`src/coef_bank_a_upper_regs.vh`:
```
`ifndef COEF_BANK_A_UPPER_REGS_VH
`define COEF_BANK_A_UPPER_REGS_VH

// Register indices; byte address is four times the index
`define IDX_COEF_CENTER_TAP_CHAN_A 13'h0420
`define IDX_COEF_TAP_SIX_CHAN_A 13'h0423
`define IDX_COEF_TAP_SEVEN_CHAN_A 13'h0425
`define IDX_COEF_TAP_EIGHT_CHAN_A 13'h0427

// Register widths
`define CENTER_REG_W 24
`define SIDE_REG_W 16

// Field layout
`define CENTER_FIELD_MSB 17
`define SIDE_FIELD_MSB 11

// Reset values
`define RST_COEF_CENTER_TAP_CHAN_A 24'h000000
`define RST_COEF_TAP_SIDE_CHAN_A 16'h0000

`endif

```
`src/fir_tap_coeff_bank_a_upper.v`:
```
// Contract
// Centre tap register drives tap five of channel A or single filter.
// Centre tap is 18-bit signed, bits 17:0.
// Tap six register holds 12-bit signed value in bits 11:0.
// Tap seven register holds 12-bit signed value in bits 11:0.
// Tap eight register holds 12-bit signed value in bits 11:0.
// Readback forces each field MSB to zero; filter sees full value.
// Coefficients are applied as signed two's complement weights.
// Centre tap register sits at index 0x420 and resets to zero.
// Software writes zero to reserved bits and ignores them on read.
`timescale 1ns/1ps
`include "coef_bank_a_upper_regs.vh"

module fir_tap_coeff_bank_a_upper #(
  parameter ADDR_W = 15
) (
  // Clock, reset, enable
  input wire sys_clk_in,
  input wire rst_in,
  input wire clk_en_in,
  // APB slave
  input wire psel_in,
  input wire penable_in,
  input wire pwrite_in,
  input wire [ADDR_W-1:0] paddr_in,
  input wire [31:0] pwdata_in,
  output reg [31:0] prdata_out,
  output wire pready_out,
  output reg pslverr_out,
  // Coefficients to the equalization filter, full written values
  output wire signed [17:0] coef_tap_five_out,
  output wire signed [11:0] coef_tap_six_out,
  output wire signed [11:0] coef_tap_seven_out,
  output wire signed [11:0] coef_tap_eight_out
);

  localparam SEL_NONE = 3'd0;
  localparam SEL_CENTER = 3'd1;
  localparam SEL_SIX = 3'd2;
  localparam SEL_SEVEN = 3'd3;
  localparam SEL_EIGHT = 3'd4;
  localparam SIDE_TAPS = 3;
  localparam PAD_W = `CENTER_REG_W - `SIDE_REG_W;
  localparam [4:0] CENTER_MSB = `CENTER_FIELD_MSB;
  localparam [4:0] SIDE_MSB = `SIDE_FIELD_MSB;

  // Stored coefficients, reserved bits included
  reg [`CENTER_REG_W-1:0] coef_center_tap_chan_a;
  reg [`SIDE_REG_W-1:0] coef_tap_six_chan_a;
  reg [`SIDE_REG_W-1:0] coef_tap_seven_chan_a;
  reg [`SIDE_REG_W-1:0] coef_tap_eight_chan_a;
  reg setup_seen;

  // Next values
  reg next_setup_seen;
  reg [31:0] next_rdata;
  reg [31:0] next_prdata;
  reg next_pslverr;
  reg [`CENTER_REG_W-1:0] next_coef_center_tap_chan_a;
  reg [`SIDE_REG_W-1:0] next_coef_tap_six_chan_a;
  reg [`SIDE_REG_W-1:0] next_coef_tap_seven_chan_a;
  reg [`SIDE_REG_W-1:0] next_coef_tap_eight_chan_a;

  // Side taps packed six, seven, eight upward so one generate slice serves each
  wire [SIDE_TAPS*`SIDE_REG_W-1:0] side_regs;
  wire [SIDE_TAPS*`SIDE_REG_W-1:0] side_next;
  wire [SIDE_TAPS*32-1:0] side_views;
  wire [SIDE_TAPS-1:0] side_wr;

  // Word-aligned decode; byte lane bits must be zero
  // Indices are 13 bits; an ADDR_W below 13 leaves every tap index undecodable, as idx is zero-extended
  function [2:0] decode;
    input [ADDR_W-1:0] addr;
    reg [ADDR_W-3:0] idx;
    begin
      idx = addr[ADDR_W-1:2];
      if (addr[1:0] != 2'b00) begin
        decode = SEL_NONE;
      end else if (idx == `IDX_COEF_CENTER_TAP_CHAN_A) begin
        decode = SEL_CENTER;
      end else if (idx == `IDX_COEF_TAP_SIX_CHAN_A) begin
        decode = SEL_SIX;
      end else if (idx == `IDX_COEF_TAP_SEVEN_CHAN_A) begin
        decode = SEL_SEVEN;
      end else if (idx == `IDX_COEF_TAP_EIGHT_CHAN_A) begin
        decode = SEL_EIGHT;
      end else begin
        decode = SEL_NONE;
      end
    end
  endfunction

  // Readback copy with the field's top bit cleared; the filter keeps the stored value
  function [31:0] read_view;
    input [`CENTER_REG_W-1:0] value;
    input [4:0] field_msb;
    reg [31:0] view;
    begin
      view = 32'h00000000;
      view[`CENTER_REG_W-1:0] = value;
      view[field_msb] = 1'b0;
      read_view = view;
    end
  endfunction

  // While clock enable is low nothing advances and pready stays low, so a
  // master cannot finish a transfer that this block has not yet registered
  wire setup_phase = psel_in & ~penable_in & clk_en_in;
  wire access_phase = psel_in & penable_in;
  // Ready only once the read data was captured in a live setup cycle
  assign pready_out = setup_seen & clk_en_in;
  wire access_done = access_phase & pready_out;
  wire [2:0] sel = decode(paddr_in);
  wire sel_unmapped = (sel == SEL_NONE);
  wire wr_strobe = access_done & pwrite_in;
  wire wr_center = wr_strobe & (sel == SEL_CENTER);

  assign side_regs = {coef_tap_eight_chan_a, coef_tap_seven_chan_a, coef_tap_six_chan_a};
  assign side_wr[0] = wr_strobe & (sel == SEL_SIX);
  assign side_wr[1] = wr_strobe & (sel == SEL_SEVEN);
  assign side_wr[2] = wr_strobe & (sel == SEL_EIGHT);

  // The three side taps share one layout, so each gets the same write and read slice
  genvar t;
  generate
    for (t = 0; t < SIDE_TAPS; t = t + 1) begin : side_tap
      assign side_next[t*`SIDE_REG_W +: `SIDE_REG_W] = side_wr[t] ?
        pwdata_in[`SIDE_REG_W-1:0] : side_regs[t*`SIDE_REG_W +: `SIDE_REG_W];
      assign side_views[t*32 +: 32] =
        read_view({{PAD_W{1'b0}}, side_regs[t*`SIDE_REG_W +: `SIDE_REG_W]}, SIDE_MSB);
    end
  endgenerate

  // Reserved bits read as stored; only the field MSB is hidden
  always @* begin
    next_rdata = 32'h00000000;
    case (sel)
      SEL_CENTER: begin
        next_rdata = read_view(coef_center_tap_chan_a, CENTER_MSB);
      end
      SEL_SIX: begin
        next_rdata = side_views[31:0];
      end
      SEL_SEVEN: begin
        next_rdata = side_views[63:32];
      end
      SEL_EIGHT: begin
        next_rdata = side_views[95:64];
      end
      default: begin
        next_rdata = 32'h00000000;
      end
    endcase
  end

  // Bus state: the setup edge captures the answer, the completing edge clears it
  always @* begin
    next_setup_seen = setup_seen;
    next_prdata = prdata_out;
    next_pslverr = pslverr_out;
    if (setup_phase) begin
      next_setup_seen = 1'b1;
      next_prdata = pwrite_in ? 32'h00000000 : next_rdata;
      next_pslverr = sel_unmapped;
    end else if (access_done) begin
      next_setup_seen = 1'b0;
      next_prdata = 32'h00000000;
      next_pslverr = 1'b0;
    end
  end

  // Registered so read data and error stand through the whole access phase
  always @(posedge sys_clk_in or posedge rst_in) begin
    if (rst_in) begin
      setup_seen <= 1'b0;
      prdata_out <= 32'h00000000;
      pslverr_out <= 1'b0;
    end else if (clk_en_in) begin
      setup_seen <= next_setup_seen;
      prdata_out <= next_prdata;
      pslverr_out <= next_pslverr;
    end
  end

  // Writes land at the completing access edge; reserved bits are stored as written
  always @* begin
    next_coef_center_tap_chan_a = coef_center_tap_chan_a;
    if (wr_center) begin
      next_coef_center_tap_chan_a = pwdata_in[`CENTER_REG_W-1:0];
    end
  end

  always @* begin
    next_coef_tap_six_chan_a = side_next[0 +: `SIDE_REG_W];
    next_coef_tap_seven_chan_a = side_next[`SIDE_REG_W +: `SIDE_REG_W];
    next_coef_tap_eight_chan_a = side_next[2*`SIDE_REG_W +: `SIDE_REG_W];
  end

  always @(posedge sys_clk_in or posedge rst_in) begin
    if (rst_in) begin
      coef_center_tap_chan_a <= `RST_COEF_CENTER_TAP_CHAN_A;
      coef_tap_six_chan_a <= `RST_COEF_TAP_SIDE_CHAN_A;
      coef_tap_seven_chan_a <= `RST_COEF_TAP_SIDE_CHAN_A;
      coef_tap_eight_chan_a <= `RST_COEF_TAP_SIDE_CHAN_A;
    end else if (clk_en_in) begin
      coef_center_tap_chan_a <= next_coef_center_tap_chan_a;
      coef_tap_six_chan_a <= next_coef_tap_six_chan_a;
      coef_tap_seven_chan_a <= next_coef_tap_seven_chan_a;
      coef_tap_eight_chan_a <= next_coef_tap_eight_chan_a;
    end
  end

  // Same taps serve channel A in dual mode and the single filter otherwise
  // Tap five keeps its top field bit for the filter even though readback hides it
  assign coef_tap_five_out = $signed(coef_center_tap_chan_a[`CENTER_FIELD_MSB:0]);
  assign coef_tap_six_out = $signed(coef_tap_six_chan_a[`SIDE_FIELD_MSB:0]);
  assign coef_tap_seven_out = $signed(coef_tap_seven_chan_a[`SIDE_FIELD_MSB:0]);
  assign coef_tap_eight_out = $signed(coef_tap_eight_chan_a[`SIDE_FIELD_MSB:0]);

endmodule

```
`config.mk`:
```
export PLATFORM = sky130hd
export DESIGN_NAME = fir_tap_coeff_bank_a_upper
export DESIGN_NICKNAME = d
export VERILOG_FILES = /design/src/fir_tap_coeff_bank_a_upper.v
export VERILOG_INCLUDE_DIRS = /design/src
export SDC_FILE = /design/constraint.sdc
export NUM_CORES = 1
export LEC_CHECK = 0
export BUFFER_PORTS_ARGS = -buffer_cell sky130_fd_sc_hd__buf_2
export CAP_MARGIN = 20
export CORE_ASPECT_RATIO = 1.4
export CORE_UTILIZATION = 40
export CTS_CLUSTER_SIZE = 40
export DETAILED_ROUTE_END_ITERATION = 6
export HOLD_SLACK_MARGIN = 0.1
export MAX_ROUTING_LAYER = met4
export SETUP_SLACK_MARGIN = 0.1
export SYNTH_ARGS = -nofsm -noshare
export SYNTH_HDL_FRONTEND = slang
export SYNTH_SLANG_ARGS = --single-unit
```
`constraint.sdc`:
```
create_clock -name sys_clk_in -period 4.35 [get_ports sys_clk_in]
set_clock_uncertainty 0.1 [all_clocks]
set_input_delay 0.87 -clock sys_clk_in [delete_from_list [all_inputs] [get_ports sys_clk_in]]
set_output_delay 0.87 -clock sys_clk_in [all_outputs]
set_load 0.005 [all_outputs]
```
==> run_results.csv, run 1 <==
group,metric,value,unit
global_routing,antenna_found_initial,1,
logic_synthesis,ys_ff_latch,97,
sta,worst_pin_slew,0.938,ns
pwr,seq_power_share,0.493,
pwr,switching_share,0.218,
logic_synthesis,muxShareOfSynthArea,0.204,
min_path,hold_path_class,"reg -> reg",
sta,slew_viol_final,0,
pwr,power_density,340,nW/µm²
logic_synthesis,yosysUniqueCellTypes,34,
final_layout,final_cell_mix,"buf_2 (123), dfrtp_1 (97), mux2_2 (71)",
final_layout,drive_gt1_frac,0.523,
clock_tree,root_buffer,"clkbuf_16",
logic_synthesis,synth_top_cell_by_area,"dfrtp_1",
floorplanning,initial_core_util,0.413,
global_routing,grt_pass1_vias,3064,
final_layout,area_delta_synth_final,14.9,%
setup_path,crit_fanout,11,
logic_synthesis,synth-xor-area-share,0.00373,
clock_tree,cts_tree,"done",
logic_synthesis,synthAdderAreaFrac,0,
sta,relSlewSlack,0.375,
global_routing,grtUsageTotal,0.192,
routing,wl_per_cell,18.2,µm
clock_tree,ctsLongestPathBuffers,2,
routing,post-route-drc-count,0,
setup_path,critPathKind,"in -> reg",
routing,first_pass_iters,4,
setup_path,cp-start-kind,"input port",
pwr,combPwrFrac,0.049,
routing,num_vias,3076,
setup_path,crit_chain,"buf_2 -> or4_4 -> or3b_1 -> nor4_4 -> buf_12 -> mux2_2",
logic_synthesis,ys_seq_area_frac,0.516,
logic_synthesis,netlist_instances,368,
sta,clock.fmax,0.306,GHz
pwr,pwr-share-clk,0.458,
setup_path,crit_cells,6,
setup_path,crit_slowest_cell,"nor4_4",
logic_synthesis,synth_compound_area_frac,0.0742,
routing,avgViaCountPerCell,5.20,
clock_tree,holdBufCountCts,0,
floorplanning,die_area,12200,µm²
job,maxCapViolCount,0,
clock_tree,cts_resized,0,
setup_path,critPathArrivalTime,3.39,ns
setup_path,startpoint,"paddr_in[9]",
place,gp_congestion,0.781,
logic_synthesis,synth_simple_gate_area_share,0.0750,
outcome,status,"finished clean",
setup_path,critical-path-top-delay-family,"simple AND/OR/NAND/NOR gates",
global_routing,grt_pass1_wl,16800,µm
final_layout,utilization,0.474,
sta,setup_violations,0,
floorplanning,pin_count,141,
setup_path,r2r_slack,2.12,ns
setup_path,worstRegToRegCells,4,
final_layout,nNetsFinal,495,
logic_synthesis,avgSynthCellArea,12.8,µm²
global_routing,grt_max_degree,72,
clock_tree,clock_latency,0.34,ns
floorplanning,coreArea,11400,µm²
final_layout,layout_commonest_cell,"buf_2",
sta,hold_violations,0,
clock_tree,numClockSinks,97,
clock_tree,cts_setup_buffers,0,
logic_synthesis,netlist.area_leader.share,0.516,
pwr,vdd_drop_max,0.179,mV
pwr,cell_internal_pwr,1.44,mW
routing,dr.first_iter.drc_count,110,
clock_tree,cts_buffers,9,
setup_path,cp-end-kind,"flip-flop",
logic_synthesis,yosysWarnings,0,
sta,fin_crit_sh,0.751,
logic_synthesis,synth_top_family_by_area,"multiplexers",
clock_tree,clk_pin_slew,0.07,ns
global_routing,globalRouteOverflowTotal,0,
clock_tree,ctsHtreeMaxLevel,3,
floorplanning,rows,46,
setup_path,r2r_start,"setup_seen",
floorplanning,die_w,93.6,µm
sta,setup-tns-final,0,ns
logic_synthesis,synthTopCellsByArea,"dfrtp_1 (52%), mux2_2 (17%), buf_4 (10%)",
routing,ant_nets,0,
pwr,switchingPower,0.400,mW
pwr,p_leak,2.93,nW
setup_path,timing.rr.end,"coef_tap_seven_chan_a[15]",
logic_synthesis,synth_area,4700,µm²
sta,rsz0062_at_grt,"no",
floorplanning,die_h,130,µm
routing,wl,10800,µm
place,dp_hpwl,7590,µm
setup_path,max_stage_delay,0.70,ns
setup_path,worstPathBufferInverterCount,2,
place,numPortBuffers,123,
sta,fin_crit,3.26,ns
setup_path,cp.required,4.47,ns
setup_path,cp-endpoint,"coef_tap_seven_chan_a[15]",
[Yosys cell counts (all sizes together)]
master	n
nand4	1
nand2	18
a21oi	1
nor4b	2
dfrtp	97
and3	1
or3b	1
nor3	1
conb	1
nand4bb	1
or3	3
inv	3
xor2	2
mux2	72
a22o	23
o211ai	15
buf	70
clkbuf	11
mux2i	15
a211oi	1
nand3b	2
nand3	15
and2	2
o21ai	3
nor4	5
o31ai	1
or4	1
[kinds of logic after synthesis]
family	count (synthesis)
flops	97
mux	87
buf+inv	84
simple gates	53
compound gates	44
xor+xnor	2
other cells	1
[worst reg2reg max path, cell delays in order, from the launching register on]
cell     delay, ns
dfrtp_1       0.40
nand4_1       0.40
nor4_4        0.63
buf_12        0.23
mux2_2        0.34
[through the flow]
| stage | std cells | hold slack [ns] | area, µm² | setup WS (ns) | power [mW] |
|---|---|---|---|---|---|
| final | 592 | 0.391 | 5400 | 1.09 | 1.84 |
| after global routing | 592 | 0.421 | 5400 | 1.04 | 1.92 |
| after CTS | 591 | 0.395 | 5400 | 1.06 | 1.86 |
| after detailed placement | 575 | 0.379 | 5080 | 0.710 | 1.01 |
| after global placement | 575 | 0.367 | 5080 | 0.749 | 1.01 |
| after floorplan | 376 | 0.362 | 4730 | 0.846 | 0.971 |
[how the worst min path moves through the flow]
stage / startpoint / end / slack [ns] / cells past startpoint
2_1_floorplan: coef_center_tap_chan_a[18] / prdata_out[18] / 0.36 / 1
3_3_place_gp: pslverr_out / pslverr_out / 0.37 / 2
3_5_place_dp: coef_center_tap_chan_a[18] / prdata_out[18] / 0.38 / 1
4_1_cts: coef_center_tap_chan_a[18] / prdata_out[18] / 0.40 / 1
5_1_grt: coef_tap_eight_chan_a[14] / coef_tap_eight_chan_a[14] / 0.42 / 1
6_report: pslverr_out / pslverr_out / 0.39 / 2
[power by group through the flow]
stage          Sequential (mW)  Clock [mW]  Combinational, mW
3_5_place_dp             0.924           0             0.0912
6_report                 0.906       0.841             0.0892
5_1_grt                  0.906       0.909             0.0999
3_3_place_gp             0.923           0             0.0894
2_1_floorplan            0.923           0             0.0479
4_1_cts                  0.906       0.864             0.0914
[state kept, by name, summed over array words and instances (netlist names)]
signal and flops:
coef_center_tap_chan_a 24, prdata_out 23, coef_tap_eight_chan_a 16, coef_tap_seven_chan_a 16, coef_tap_six_chan_a 16, pslverr_out 1, setup_seen 1
[area by class of cell]
type                    instances  area, µm²
fillers                      1089       5990
flip-flops and latches         97       2430
multi-input cells             195       1730
repair buffers                136        726
clock buffers                   9        225
well taps                     144        180
clock inverters                 7       93.8
inverters                       3       13.8
diodes                          1       2.50
[routing by layer]
metal  track usage  wire [µm]  vias to the layer above  part of all wire
li1              -          -                     1412                 -
met2         0.336       5730                       90              0.53
met4        0.0588        153                        0             0.014
met3        0.0367        551                       12             0.051
met1         0.221       4340                     1562              0.40
met5             -          0                        -                 0
No activity file was read; power rests on OpenSTA's default activity.
==> run 2: changes to the inputs <==
- PLACE_DENSITY: unset -> 0.67
- clock period: 4.35 -> 2.7 ns (I/O delays scaled with it)
==> run 2 against run 1 <==
  * Combinational power up 72%
  * Global-route usage grew 0.38 points
  * Wire length rose by 2.6%
  * Clock power rose by 55%
  * Setup slack lost 0.94 ns
  * Flip-flop and latch count unchanged
  * Total power grew 58%
  * Critical path depth increased by 1
  * Register-to-register slack lost 1.2 ns
  * Core utilization up 2.3 points
  * Critical path type unchanged
  * Critical endpoint is now coef_center_tap_chan_a[0]
  * Largest power group unchanged
==> run_results.csv, run 2 (synthesis results as in run 1) <==
group,metric,value,unit
clock_tree,ctsLongestPathBuffers,2,
setup_path,worstRegToRegCells,5,
final_layout,utilization,0.497,
setup_path,critPathKind,"in -> reg",
final_layout,fillerInstances,1012,
final_layout,n_antenna_cell,0,
global_routing,globalRouteOverflowTotal,0,
sta,slew_viol_final,0,
final_layout,fin_cells,600,
min_path,min_from,"pwdata_in[19]",
setup_path,cp-end-kind,"flip-flop",
routing,num_vias,3116,
routing,avgViaCountPerCell,5.19,
setup_path,cp-start-kind,"input port",
clock_tree,ctsHtreeMaxLevel,3,
pwr,vdd_drop_max,0.277,mV
pwr,power_density,513,nW/µm²
setup_path,r2r_start,"setup_seen",
sta,setup_violations,0,
final_layout,final_cell_mix,"buf_2 (123), dfrtp_1 (97), mux2_4 (41)",
floorplanning,die_area,12200,µm²
routing,route.met3.wl,602,µm
final_layout,nNetsFinal,505,
setup_path,crit_fanout,9,
clock_tree,cts_buffers,9,
routing,ant_nets,0,
setup_path,cp.required,2.82,ns
sta,whs,0.330,ns
place,dp_hpwl,7710,µm
sta,rsz0062_at_grt,"no",
clock_tree,clock_latency,0.33,ns
setup_path,r2r_slack,0.90,ns
clock_tree,clk_pin_slew,0.07,ns
floorplanning,pin_count,141,
final_layout,drive_gt1_frac,0.533,
floorplanning,coreArea,11400,µm²
global_routing,grtUsageTotal,0.195,
final_layout,area_delta_synth_final,20.5,%
pwr,p_leak,3.02,nW
place,placed_cells,584,
routing,dr_wl_met2,5730,µm
routing,dr.first_iter.drc_count,128,
setup_path,critPathArrivalTime,2.67,ns
sta,fin_crit,2.55,ns
sta,hold_violations,0,
routing,wl_met1,4510,µm
job,maxCapViolCount,0,
clock_tree,root_buffer,"clkbuf_16",
min_path,hold_end,"coef_center_tap_chan_a[19]",
min_path,hold_path_class,"in -> reg",
final_layout,reg_top3,"coef_center_tap_chan_a (24), prdata_out (23)",
floorplanning,die_w,93.6,µm
sta,fin_crit_sh,0.945,
global_routing,grt_max_degree,84,
final_layout,largest_reg_flops,24,
routing,post-route-drc-count,0,
floorplanning,die_h,130,µm
routing,first_pass_iters,4,
routing,wl_per_cell,18.4,µm
clock_tree,cts_tree,"done",
sta,clock.fmax,0.392,GHz
global_routing,antenna_found_initial,0,
floorplanning,initial_core_util,0.413,
place,gp_congestion,0.752,
final_layout,multi_input_area,1890,µm²
global_routing,grt_pass1_wl,17200,µm
routing,top_layer,"met4",
floorplanning,rows,46,
final_layout,layout_commonest_cell,"buf_2",
global_routing,grt_pass1_vias,3184,
place,numPortBuffers,123,
outcome,status,"finished clean",
routing,wl,11100,µm
min_path,hold_depth,2,
clock_tree,numClockSinks,97,
final_layout,regArea,2430,µm²
setup_path,timing.rr.end,"coef_center_tap_chan_a[0]",
final_layout,max_flop_register,"coef_center_tap_chan_a",
[run 2: changes by cell type in the layout (fill, tap and decap cells not counted)]
cell	change
inv_4	-1
mux2_4	+41
mux2_2	-40
mux2_1	-1
buf_4	+5
bufinv_16	-1
clkinv_2	-1
diode_2	-1
dlygate4sd3_1	+1
clkbuf_8	+2
buf_12	+4
[run 2: worst max-delay path, stage by stage]
cell and delay (ns):
buf_2 0.09, or4_4 0.52, or3b_1 0.36, buf_4 0.19
nor4_4 0.31, buf_4 0.30, mux2_2 0.35
[run 2: worst max path at each step]
stage	startpoint	end	slack, ns	cells after the start
2_1_floorplan	paddr_in[9]	coef_tap_six_chan_a[3]	-0.07	6
3_3_place_gp	paddr_in[9]	coef_center_tap_chan_a[0]	-0.19	7
3_5_place_dp	paddr_in[9]	coef_center_tap_chan_a[0]	-0.19	7
4_1_cts	paddr_in[9]	coef_center_tap_chan_a[0]	0.15	7
5_1_grt	paddr_in[9]	coef_center_tap_chan_a[0]	0.11	7
6_report	paddr_in[9]	coef_center_tap_chan_a[0]	0.15	7
[run 2: power by group]
group          internal (mW)  switching [mW]  total (mW)
combinational         0.0522           0.100       0.153
clock                  0.765           0.531        1.30
sequential              1.46         0.00316        1.46
[run 2: layout make-up]
| cell class | instances | share of cell area |
|---|---|---|
| inverter | 3 | 0.00265 |
| sequential | 97 | 0.428 |
| multi-input combinational | 195 | 0.333 |
| clock inverter | 4 | 0.00905 |
| clock buffer | 11 | 0.0446 |
| tap | 144 | 0.0318 |
| timing repair buffer | 146 | 0.151 |
[run 2: what timing repair did]
item                                    CTS  global route
buffers inserted                          0             0
endpoints found under the setup margin    0             0
resized for setup                         0             0
endpoints found under the hold margin    14             0
hold buffers                              1             0
[run 2: per-stage QoR]
stage | power (mW) | TNS (ns) | instance area (µm²) | setup WS, ns
after floorplan | 1.57 | -0.894 | 4900 | -0.0669
after global placement | 1.64 | -6.95 | 5350 | -0.194
after detailed placement | 1.64 | -6.09 | 5350 | -0.194
after CTS | 2.95 | 0 | 5670 | 0.146
after global routing | 3.02 | 0 | 5670 | 0.114
final | 2.91 | 0 | 5670 | 0.147
[run 2: per-layer routing]
layer	vias to the layer above	track usage
met3	13	0.0390
met5	-	-
met4	0	0.0751
met2	119	0.323
li1	1411	-
met1	1573	0.235
